--- src/rtl/rgfl_consts.vh ---
// Constants for the receive gain and frequency loops block.
// Assumes inclusion by rgfl_top.v only; definitions, no logic.
`ifndef RGFL_CONSTS_VH
`define RGFL_CONSTS_VH
// ----------------------------------------
// Register word indices (AXI address bits 5:2)
// ----------------------------------------
`define RGFL_OFF_FGAIN   4'h0
`define RGFL_OFF_FPER    4'h1
`define RGFL_OFF_FMODE   4'h2
`define RGFL_OFF_SSTHR   4'h3
`define RGFL_OFF_GHI     4'h4
`define RGFL_OFF_GTIM    4'h5
`define RGFL_OFF_GLO     4'h6
`define RGFL_OFF_FERR    4'h7
`define RGFL_OFF_STAT    4'h8
// ----------------------------------------
// Field positions
// ----------------------------------------
`define RGFL_SLOWG_LSB   0
`define RGFL_FASTG_LSB   4
`define RGFL_FEN_BIT     0
`define RGFL_FMODE_BIT   1
`define RGFL_MEAS_LSB    0
`define RGFL_HOLD_LSB    8
`define RGFL_GEN_BIT     16
`define RGFL_FRZ_BIT     17
`define RGFL_LO0_LSB     0
`define RGFL_LO1_LSB     4
`define RGFL_LOSEL_LSB   8
// ----------------------------------------
// Reset values and timing
// ----------------------------------------
`define RGFL_RST_MEAS    4'h2
`define RGFL_RST_ZERO    32'h0000_0000
`define RGFL_TICK_CLKS   21'h00000c
`define RGFL_MAX_STEP    4'h8
`define RGFL_LEAK_SHIFT  6
`define RGFL_RESP_OKAY   2'h0
`define RGFL_RESP_SLVERR 2'h2
`endif

--- src/rtl/rgfl_top.v ---
// Receive gain loop and frequency compensation loop with AXI4-Lite registers.
// Assumes datapath inputs are on sys_clk_i; attenuation step drives the RF chain.
//
// The placing of the registers and the AXI4-Lite interface to the registers were left to the implementer.
`timescale 1ns/100ps
`default_nettype none
`include "rgfl_consts.vh"

module rgfl_top (
   input  wire        sys_clk_i,
   input  wire        reset_i,
   input  wire [31:0] s_axi_awaddr_i,
   input  wire        s_axi_awvalid_i,
   output wire        s_axi_awready_o,
   input  wire [31:0] s_axi_wdata_i,
   input  wire [3:0]  s_axi_wstrb_i,
   input  wire        s_axi_wvalid_i,
   output wire        s_axi_wready_o,
   output wire [1:0]  s_axi_bresp_o,
   output wire        s_axi_bvalid_o,
   input  wire        s_axi_bready_i,
   input  wire [31:0] s_axi_araddr_i,
   input  wire        s_axi_arvalid_i,
   output wire        s_axi_arready_o,
   output wire [31:0] s_axi_rdata_o,
   output wire [1:0]  s_axi_rresp_o,
   output wire        s_axi_rvalid_o,
   input  wire        s_axi_rready_i,
   input  wire        rx_start_i,
   input  wire        mod_is_fsk_i,
   input  wire [7:0]  rssi_i,
   input  wire        sample_valid_i,
   input  wire [15:0] demod_freq_i,
   input  wire        sync_det_i,
   input  wire        amp_valid_i,
   input  wire [3:0]  amp_peak_i,
   output wire [15:0] slicer_offset_o,
   output wire [15:0] if2_adjust_o,
   output wire [3:0]  rf_atten_step_o
);

   // ----------------------------------------
   // Helpers
   // ----------------------------------------
   // Byte-lane merge for AXI write strobes
   function [31:0] merge_strb;
      input [31:0] old_v;
      input [31:0] new_v;
      input [3:0]  strb;
      integer i;
      begin
         merge_strb = old_v;
         for (i = 0; i < 4; i = i + 1) begin
            if (strb[i]) begin
               merge_strb[8*i +: 8] = new_v[8*i +: 8];
            end
         end
      end
   endfunction

   // Peak detector leak: moves a held peak a fraction toward the sample
   function [15:0] leak_toward;
      input signed [15:0] pk;
      input signed [15:0] x;
      reg signed [16:0] d;
      begin
         d = $signed({pk[15], pk} - {x[15], x}) >>> `RGFL_LEAK_SHIFT;
         leak_toward = pk - d[15:0];
      end
   endfunction

   // Saturate an 18-bit signed sum into 16 bits
   function [15:0] sat16;
      input signed [17:0] v;
      begin
         if (v > 18'sh07fff) begin
            sat16 = 16'h7fff;
         end else if (v < -18'sh08000) begin
            sat16 = 16'h8000;
         end else begin
            sat16 = v[15:0];
         end
      end
   endfunction

   // ----------------------------------------
   // Register storage
   // ----------------------------------------
   reg [7:0]  fgain_r;
   reg [7:0]  fper_r;
   reg [1:0]  fmode_r;
   reg [7:0]  ssthr_r;
   reg [3:0]  ghi_r;
   reg [3:0]  meas_r;
   reg [5:0]  hold_r;
   reg        gen_r;
   reg        frz_en_r;
   reg [15:0] glo_r;
   reg        awready_r;
   reg        wready_r;
   reg        bvalid_r;
   reg [1:0]  bresp_r;
   reg        arready_r;
   reg        rvalid_r;
   reg [31:0] rdata_r;
   reg [1:0]  rresp_r;
   reg [3:0]  awidx_r;
   reg        awok_r;
   reg [31:0] wdata_r;
   reg [3:0]  wstrb_r;

   // Frequency loop state
   localparam [2:0] FL_IDLE = 3'b001;
   localparam [2:0] FL_FAST = 3'b010;
   localparam [2:0] FL_SLOW = 3'b100;
   reg [2:0]         fl_state_r;
   reg [7:0]         fl_cnt_r;
   reg signed [15:0] est_r;
   reg signed [15:0] fmax_r;
   reg signed [15:0] fmin_r;
   reg [15:0]        slicer_r;
   reg [15:0]        if2_r;

   // Gain loop state
   localparam [1:0] GL_HOLD = 2'b01;
   localparam [1:0] GL_MEAS = 2'b10;
   reg [1:0]  gl_state_r;
   reg [20:0] gl_cnt_r;
   reg        below_r;
   reg        frozen_r;
   reg [3:0]  atten_r;

   wire [31:0] fmode_w = {30'h0, fmode_r};
   wire [31:0] gtim_w  = {14'h0, frz_en_r, gen_r, 2'h0, hold_r, 4'h0, meas_r};
   wire [31:0] stat_w  = {25'h0, fl_state_r != FL_IDLE, fl_state_r == FL_FAST,
                          frozen_r, atten_r};

   // ----------------------------------------
   // AXI4-Lite write path
   // ----------------------------------------
   wire aw_hs  = s_axi_awvalid_i & awready_r;
   wire w_hs   = s_axi_wvalid_i & wready_r;
   wire wr_go  = ~awready_r & ~wready_r & ~bvalid_r;
   wire [3:0] aw_idx = s_axi_awaddr_i[5:2];
   wire aw_map = (s_axi_awaddr_i[31:6] == 26'h0) && (aw_idx <= `RGFL_OFF_GLO);
   wire [31:0] gtim_m = merge_strb(gtim_w, wdata_r, wstrb_r);
   wire [31:0] glo_m  = merge_strb({16'h0, glo_r}, wdata_r, wstrb_r);

   // Address and data are taken in any order; response after both
   always @(posedge sys_clk_i or posedge reset_i) begin
      if (reset_i) begin
         awready_r <= 1'b1;
         wready_r  <= 1'b1;
         bvalid_r  <= 1'b0;
         bresp_r   <= `RGFL_RESP_OKAY;
         awidx_r   <= 4'h0;
         awok_r    <= 1'b0;
         wdata_r   <= `RGFL_RST_ZERO;
         wstrb_r   <= 4'h0;
      end else begin
         if (aw_hs) begin
            awready_r <= 1'b0;
            awidx_r   <= aw_idx;
            awok_r    <= aw_map;
         end
         if (w_hs) begin
            wready_r <= 1'b0;
            wdata_r  <= s_axi_wdata_i;
            wstrb_r  <= s_axi_wstrb_i;
         end
         if (wr_go) begin
            bvalid_r <= 1'b1;
            bresp_r  <= awok_r ? `RGFL_RESP_OKAY : `RGFL_RESP_SLVERR;
         end else if (bvalid_r & s_axi_bready_i) begin
            bvalid_r  <= 1'b0;
            awready_r <= 1'b1;
            wready_r  <= 1'b1;
         end
      end
   end

   // Configuration writes; read-only words ignore writes
   always @(posedge sys_clk_i or posedge reset_i) begin
      if (reset_i) begin
         fgain_r  <= 8'h00;
         fper_r   <= 8'h00;
         fmode_r  <= 2'h0;
         ssthr_r  <= 8'h00;
         ghi_r    <= 4'h0;
         meas_r   <= `RGFL_RST_MEAS;
         hold_r   <= 6'h00;
         gen_r    <= 1'b0;
         frz_en_r <= 1'b0;
         glo_r    <= 16'h0000;
      end else if (wr_go & awok_r) begin
         case (awidx_r)
            `RGFL_OFF_FGAIN: fgain_r <= wstrb_r[0] ? wdata_r[7:0] : fgain_r;
            `RGFL_OFF_FPER:  fper_r  <= wstrb_r[0] ? wdata_r[7:0] : fper_r;
            `RGFL_OFF_FMODE: fmode_r <= wstrb_r[0] ? wdata_r[1:0] : fmode_r;
            `RGFL_OFF_SSTHR: ssthr_r <= wstrb_r[0] ? wdata_r[7:0] : ssthr_r;
            `RGFL_OFF_GHI:   ghi_r   <= wstrb_r[0] ? wdata_r[3:0] : ghi_r;
            `RGFL_OFF_GTIM: begin
               meas_r   <= gtim_m[`RGFL_MEAS_LSB +: 4];
               hold_r   <= gtim_m[`RGFL_HOLD_LSB +: 6];
               gen_r    <= gtim_m[`RGFL_GEN_BIT];
               frz_en_r <= gtim_m[`RGFL_FRZ_BIT];
            end
            `RGFL_OFF_GLO:   glo_r <= glo_m[15:0];
            default: ;
         endcase
      end
   end

   // ----------------------------------------
   // AXI4-Lite read path
   // ----------------------------------------
   wire [3:0] ar_idx = s_axi_araddr_i[5:2];
   wire ar_map = (s_axi_araddr_i[31:6] == 26'h0) && (ar_idx <= `RGFL_OFF_STAT);

   // One read at a time; data registered one cycle after address
   always @(posedge sys_clk_i or posedge reset_i) begin
      if (reset_i) begin
         arready_r <= 1'b1;
         rvalid_r  <= 1'b0;
         rdata_r   <= `RGFL_RST_ZERO;
         rresp_r   <= `RGFL_RESP_OKAY;
      end else if (s_axi_arvalid_i & arready_r) begin
         arready_r <= 1'b0;
         rvalid_r  <= 1'b1;
         rresp_r   <= ar_map ? `RGFL_RESP_OKAY : `RGFL_RESP_SLVERR;
         case (ar_idx)
            `RGFL_OFF_FGAIN: rdata_r <= {24'h0, fgain_r};
            `RGFL_OFF_FPER:  rdata_r <= {24'h0, fper_r};
            `RGFL_OFF_FMODE: rdata_r <= fmode_w;
            `RGFL_OFF_SSTHR: rdata_r <= {24'h0, ssthr_r};
            `RGFL_OFF_GHI:   rdata_r <= {28'h0, ghi_r};
            `RGFL_OFF_GTIM:  rdata_r <= gtim_w;
            `RGFL_OFF_GLO:   rdata_r <= {16'h0, glo_r};
            `RGFL_OFF_FERR:  rdata_r <= {{16{est_r[15]}}, est_r};
            `RGFL_OFF_STAT:  rdata_r <= stat_w;
            default:         rdata_r <= `RGFL_RST_ZERO;
         endcase
      end else if (rvalid_r & s_axi_rready_i) begin
         rvalid_r  <= 1'b0;
         arready_r <= 1'b1;
      end
   end

   // ----------------------------------------
   // Frequency compensation loop
   // ----------------------------------------
   wire fl_run = fmode_r[`RGFL_FEN_BIT] & mod_is_fsk_i;
   wire [3:0] fl_gain = (fl_state_r == FL_FAST) ? fgain_r[7:4] : fgain_r[3:0];
   wire signed [15:0] x_w = demod_freq_i;
   wire signed [16:0] mid_w = $signed({fmax_r[15], fmax_r} + {fmin_r[15], fmin_r}) >>> 1;
   wire signed [16:0] err_w = mid_w - {est_r[15], est_r};
   wire signed [16:0] step_w = err_w >>> fl_gain;
   wire [15:0] est_nxt = sat16({step_w[16], step_w} + {{2{est_r[15]}}, est_r});

   // Peak tracking and loop filter; leaving the run condition clears the estimate
   always @(posedge sys_clk_i or posedge reset_i) begin
      if (reset_i) begin
         fl_state_r <= FL_IDLE;
         fl_cnt_r   <= 8'h00;
         est_r      <= 16'h0000;
         fmax_r     <= 16'h0000;
         fmin_r     <= 16'h0000;
      end else if (~fl_run | rx_start_i) begin
         fl_state_r <= FL_IDLE;
         fl_cnt_r   <= 8'h00;
         est_r      <= 16'h0000;
      end else begin
         case (fl_state_r)
            FL_IDLE: begin
               if (rssi_i > ssthr_r) begin
                  fl_state_r <= FL_FAST;
                  fmax_r     <= est_r;
                  fmin_r     <= est_r;
               end
            end
            FL_FAST: begin
               // Zero period hands over at sync instead of a sample count
               if (fper_r == 8'h00) begin
                  if (sync_det_i) begin
                     fl_state_r <= FL_SLOW;
                  end
               end else if (sample_valid_i) begin
                  fl_cnt_r <= fl_cnt_r + 8'h01;
                  if (fl_cnt_r + 8'h01 >= fper_r) begin
                     fl_state_r <= FL_SLOW;
                  end
               end
            end
            FL_SLOW: fl_state_r <= FL_SLOW; // Slow gain holds until restart
            default: fl_state_r <= FL_IDLE;
         endcase
         if (sample_valid_i && fl_state_r != FL_IDLE) begin
            fmax_r <= (x_w > fmax_r) ? x_w : leak_toward(fmax_r, x_w);
            fmin_r <= (x_w < fmin_r) ? x_w : leak_toward(fmin_r, x_w);
            est_r  <= est_nxt;
         end
      end
   end

   // Route the correction to one point only, the other reads zero
   always @(posedge sys_clk_i or posedge reset_i) begin
      if (reset_i) begin
         slicer_r <= 16'h0000;
         if2_r    <= 16'h0000;
      end else begin
         slicer_r <= fmode_r[`RGFL_FMODE_BIT] ? 16'h0000 : est_r;
         if2_r    <= fmode_r[`RGFL_FMODE_BIT] ? est_r : 16'h0000;
      end
   end

   // ----------------------------------------
   // Automatic gain loop
   // ----------------------------------------
   wire [2:0]  sel_idx  = (atten_r > 4'h7) ? 3'h7 : atten_r[2:0];
   wire        sel_bit  = glo_r[`RGFL_LOSEL_LSB + sel_idx];
   wire [3:0]  lo_thr   = sel_bit ? glo_r[7:4] : glo_r[3:0];
   wire [20:0] meas_len = `RGFL_TICK_CLKS << meas_r;
   wire [20:0] hold_len = `RGFL_TICK_CLKS * {15'h0, hold_r};
   wire [20:0] cnt_inc  = gl_cnt_r + 21'h000001;
   wire        above_hi = amp_valid_i & (amp_peak_i > ghi_r);
   wire        not_low  = amp_valid_i & (amp_peak_i >= lo_thr);

   // Hold after every change, then measure; high level skips the measure
   always @(posedge sys_clk_i or posedge reset_i) begin
      if (reset_i) begin
         gl_state_r <= GL_HOLD;
         gl_cnt_r   <= 21'h000000;
         below_r    <= 1'b1;
         frozen_r   <= 1'b0;
         atten_r    <= 4'h0;
      end else if (~gen_r) begin
         gl_state_r <= GL_HOLD;
         gl_cnt_r   <= 21'h000000;
         frozen_r   <= 1'b0;
         atten_r    <= 4'h0;
      end else if (rx_start_i) begin
         gl_state_r <= GL_HOLD;
         gl_cnt_r   <= 21'h000000;
         frozen_r   <= 1'b0;
      end else if (frozen_r | (frz_en_r & sync_det_i)) begin
         frozen_r <= 1'b1;
      end else begin
         case (gl_state_r)
            GL_HOLD: begin
               gl_cnt_r <= cnt_inc;
               if (cnt_inc >= hold_len) begin
                  gl_state_r <= GL_MEAS;
                  gl_cnt_r   <= 21'h000000;
                  below_r    <= 1'b1;
               end
            end
            GL_MEAS: begin
               gl_cnt_r <= cnt_inc;
               if (not_low) begin
                  below_r <= 1'b0;
               end
               if (above_hi && atten_r < `RGFL_MAX_STEP) begin
                  atten_r    <= atten_r + 4'h1;
                  gl_state_r <= GL_HOLD;
                  gl_cnt_r   <= 21'h000000;
               end else if (cnt_inc >= meas_len) begin
                  gl_cnt_r <= 21'h000000;
                  below_r  <= 1'b1;
                  if (below_r && !not_low && atten_r != 4'h0) begin
                     atten_r    <= atten_r - 4'h1;
                     gl_state_r <= GL_HOLD;
                  end
                  // Between thresholds: keep attenuation, measure again
               end
            end
            default: gl_state_r <= GL_HOLD;
         endcase
      end
   end

   // ----------------------------------------
   // Outputs
   // ----------------------------------------
   assign s_axi_awready_o = awready_r;
   assign s_axi_wready_o  = wready_r;
   assign s_axi_bvalid_o  = bvalid_r;
   assign s_axi_bresp_o   = bresp_r;
   assign s_axi_arready_o = arready_r;
   assign s_axi_rvalid_o  = rvalid_r;
   assign s_axi_rdata_o   = rdata_r;
   assign s_axi_rresp_o   = rresp_r;
   assign slicer_offset_o = slicer_r;
   assign if2_adjust_o    = if2_r;
   assign rf_atten_step_o = atten_r;

endmodule
`default_nettype wire

--- config.mk ---
export PLATFORM = sky130hd
export DESIGN_NAME = rgfl_top
export DESIGN_NICKNAME = d
export VERILOG_FILES = /design/src/rtl/rgfl_top.v
export VERILOG_INCLUDE_DIRS = /design/src /design/src/rtl
export SDC_FILE = /design/constraint.sdc
export NUM_CORES = 1
export LEC_CHECK = 0
export BUFFER_PORTS_ARGS = -buffer_cell sky130_fd_sc_hd__buf_2
export CORE_ASPECT_RATIO = 1.25
export CORE_UTILIZATION = 55
export CTS_CLUSTER_SIZE = 25
export DETAILED_ROUTE_END_ITERATION = 16
export HOLD_SLACK_MARGIN = 0.06
export PLACE_DENSITY = 0.76
export SLEW_MARGIN = 20
export SYNTH_ARGS = -nofsm -noshare
export SYNTH_HDL_FRONTEND = slang
export SYNTH_SLANG_ARGS = --single-unit
--- constraint.sdc ---
create_clock -name sys_clk_i -period 9.5 [get_ports sys_clk_i]
set_input_delay 1.9 -clock sys_clk_i [delete_from_list [all_inputs] [get_ports sys_clk_i]]
set_output_delay 1.9 -clock sys_clk_i [all_outputs]
set_load 0.02 [all_outputs]
==> metrics.md <==
| Metric | Value |
|---|---|
| Max-Cap Viols | `0` |
| Number of enable-type register cells in the synthesized netlist | `0` |
| Core area | `31800 sq um` |
| Mean area per synthesized cell | `9.00 sq um` |
| Required time of the critical path | `just under 10 ns` |
| Clock Sink Count | `230` |
| Global-route wire length before repair | `between 80 and 90 mm` |
| Wire length after detailed routing | `51.5 mm` |
| Post-synthesis instance area | `about 18000 sq um` |
| Starting density of the core | `55.9%` |
| Final setup skew | `0.0190 ns` |
| Setup-failing EPs final | `0` |
| Maximum root-to-sink buffer count | `3` |
| H-tree depth | `1` |
| Share of cells above drive strength 1 | `18.2%` |
| Least setup slack across all paths after layout | `0.587 ns` |
| Area growth syn-to-layout | `11.7%` |
| Worst path most repeated cell | `o21ai_0` |
| Horizontal die dimension | `163 microns` |
| Placed instance count | `2514` |
| Startpoint type of the worst setup path | `flop` |
| Clock Latency Late Sink | `0.56 ns` |
| Std cell rows | `73` |
| Sum of overflow across all layers after global routing | `0` |
| Power density of the placed cells | `122 nW/um^2` |
| Arr. time, crit path | `about 9.3 ns` |
| Number of storage elements in the synthesis netlist | `230` |
| Flip-flop cell with the highest count after synthesis | `dfrtp_1` |
| GRT Util Overall | `31.3%` |
| Final weighted congestion in routability-driven placement | `0.970` |
| Clock buffers created by TritonCTS | `25` |
| Die Outline Area | `around 33000 sq um` |
| Setup TNS Final | `0 ns` |
| Top-level port count | `217` |
| Final net count | `about 2400` |
| Average wire per cell in the routed design | `20.1 microns` |
| Fill count | `2720` |
| Distinct cell type count after synthesis | `90` |
| Number of standard cells in the final layout excluding fillers | `around 2600` |
| Final core occ | `62.5%` |
| Worst rel slew slack | `36.2%` |
| Antenna-violating nets left | `0` |
| Routed vias/inst | `6.25` |
| Via count of the first global-routing pass | `15962` |
| Share of flip-flops with an asynchronous set or reset after synthesis | `100%` |
| Number of gates given a new drive strength after cts | `0` |
| Time the final worst path needs with I/O delays and setup | `just under 9 ns` |
| Die Y-Extent | `203 microns` |
| Static Leak | `9.60 nW` |
| Non-Filler Cell Area, Final | `~20000 sq um` |
| Slew @ Worst Pin | `0.945 ns` |
| Final HPWL from detailed placement | `39.5 mm` |
| CTS hold repair buffers | `0` |
| Antenna violations before repair | `1` |
| RSZ-0062 raised after global routing | `no` |
| Category of the most critical setup path | `reg -> reg` |
| Total via count after detailed routing | `16009` |
| Critical path fanouts, max | `12` |
| Power after layout | `2.42 mW` |
| CTS tree | `done` |
| Maximum clock frequency | `112 MHz` |
| Post-route fraction of the period consumed by the critical path | `roughly 94%` |
| Delay of the slowest critical-path stage | `a little over 0.5 ns` |
| CP Capture Type | `flop` |
| CP max-delay cell | `a21boi_0` |
| Max VDD drop | `0.169 mV` |
| Clock Tree Root | `clkbuf_16` |
| Number of remaining DRC errors | `0` |
| Maximum number of pins on one net before global-route repair | `93` |
| Iteration count of the initial detailed-routing pass | `6` |
| Post-synthesis cell count | `1974` |
| DRC marker count from the first detailed-route iteration | `1179` |
| Number of max-slew violations in the final report | `0` |
| Worst slack, placed | `0.862 ns` |
| Worst-path clk slew | `0.07 ns` |
| Final Hold Viols | `0` |
| Register area share after synthesis | `about a third` |
| Area after DPL | `19000 sq um` |
| Count of warnings emitted by yosys | `0` |
| Run status | `complete, no violations` |
| Worst hold path class | `reg -> reg` |
| Final hold slack | `0.478 ns` |
| Post-CTS setup buffer count | `0` |
| Port bufs | `195` |
metal layers:
metal	up-vias	global-route usage [%]	part of all wire (%)
met5	-	0	0.019
met1	7754	36.3	39
met3	173	3.98	5.4
li1	7527	-	-
met2	553	54.6	50
met4	2	18.8	6.1
sequential cells by signal, indices dropped and copies added (netlist names), 4 cells and up:
name / flops
glo_r: 16
wdata_r: 18
slicer_offset_o: 16
if2_adjust_o: 16
rf_atten_step_o: 4
awidx_r: 4
ssthr_r: 8
gl_cnt_r: 21
meas_r: 4
hold_r: 6
est_r: 16
fl_cnt_r: 8
fmin_r: 16
fper_r: 8
ghi_r: 4
fmax_r: 16
fgain_r: 8
s_axi_rdata_o: 19
layout by cell type, fill, tap and decap left out, types with 23 or more instances in the layout:
cell type	count
o21ai_0	101
xnor2_1	68
inv_1	90
mux2_2	84
a21o_1	37
and2_1	30
nor4_1	25
mux2i_1	24
nor3_1	51
a22o_1	31
buf_2	195
a31oi_1	27
nand2_1	173
or3_1	23
a21oi_1	119
nor2b_1	33
nor2_1	148
ha_1	173
nand3_1	55
xor2_1	46
clkbuf_16	25
o211ai_1	30
dfrtp_1	222
final cells by class:
| cell class | instances | area (sq um) | area share (%) |
|---|---|---|---|
| diodes | 1 | 2.50 | 0.0126 |
| clock buffers | 28 | 657 | 3.31 |
| clock inverters | 17 | 216 | 1.09 |
| inverters | 92 | 353 | 1.78 |
| multi-input cells | 1573 | 11300 | 56.8 |
| flip-flops and latches | 230 | 5770 | 29.0 |
| well taps | 412 | 515 | 2.60 |
| repair buffers | 207 | 1070 | 5.37 |
final timing paths:
path,start,to,slack (ns),cells past startpoint
max in group asynchronous,reset_i,rf_atten_step_o[2]$_DFFE_PP0P_,6.62,3
worst min register to register,s_axi_rdata_o[7]$_DFFE_PP0P_,s_axi_rdata_o[7]$_DFFE_PP0P_,0.48,2
worst max register to register,fmax_r[1]$_DFFE_PP0P_,est_r[9]$_DFFE_PP0P_,0.59,31
worst min-delay path,s_axi_rdata_o[7]$_DFFE_PP0P_,s_axi_rdata_o[7]$_DFFE_PP0P_,0.48,2
min in group asynchronous,reset_i,if2_adjust_o[0]$_DFF_PP0_,1.44,2
worst max-delay path,fmax_r[1]$_DFFE_PP0P_,est_r[9]$_DFFE_PP0P_,0.59,31
report_power, final:
group | switching (mW) | leakage (nW) | internal, mW
registers | 0.0846 | 3.11 | 1.05
clock network | 0.446 | 0.413 | 0.593
logic | 0.137 | 6.08 | 0.117
Yosys cell counts (all sizes together) (46+ instances only):
master	instances	area share (%)
dfrtp	223	31
ha	173	12
nand2	173	3.7
nor2	148	3.1
a21oi	120	3.4
o21ai	104	2.9
inv	92	1.9
mux2	84	5.3
xnor2	68	3.4
nand3	57	1.7
clkbuf	54	1.3
nor3	52	1.5
xor2	46	2.3
cell families after synthesis:
| kind of cell | after synthesis | synth area share [%] |
|---|---|---|
| xor gates and xnor gates | 114 | 5.62 |
| adders and majority gates | 180 | 13.0 |
| AOI/OAI and AO/OA | 532 | 20.2 |
| DFF | 230 | 32.4 |
| muxes | 110 | 6.86 |
| and+or+nand+nor | 635 | 17.6 |
| other | 1 | 0.0211 |
| buffers and inverters | 172 | 4.27 |
critical path: cells and delay by family, from the launching register on:
family | cells | cell delay [ns]
xor gates and xnor gates | 1 | 0.41
muxes | 1 | 0.40
and+or+nand+nor | 5 | 0.86
adders and majority gates | 3 | 1.18
AOI/OAI and AO/OA | 19 | 5.07
DFF | 1 | 0.48
buffers and inverters | 2 | 0.36
Note: power is estimated with default switching activity, not from simulation.
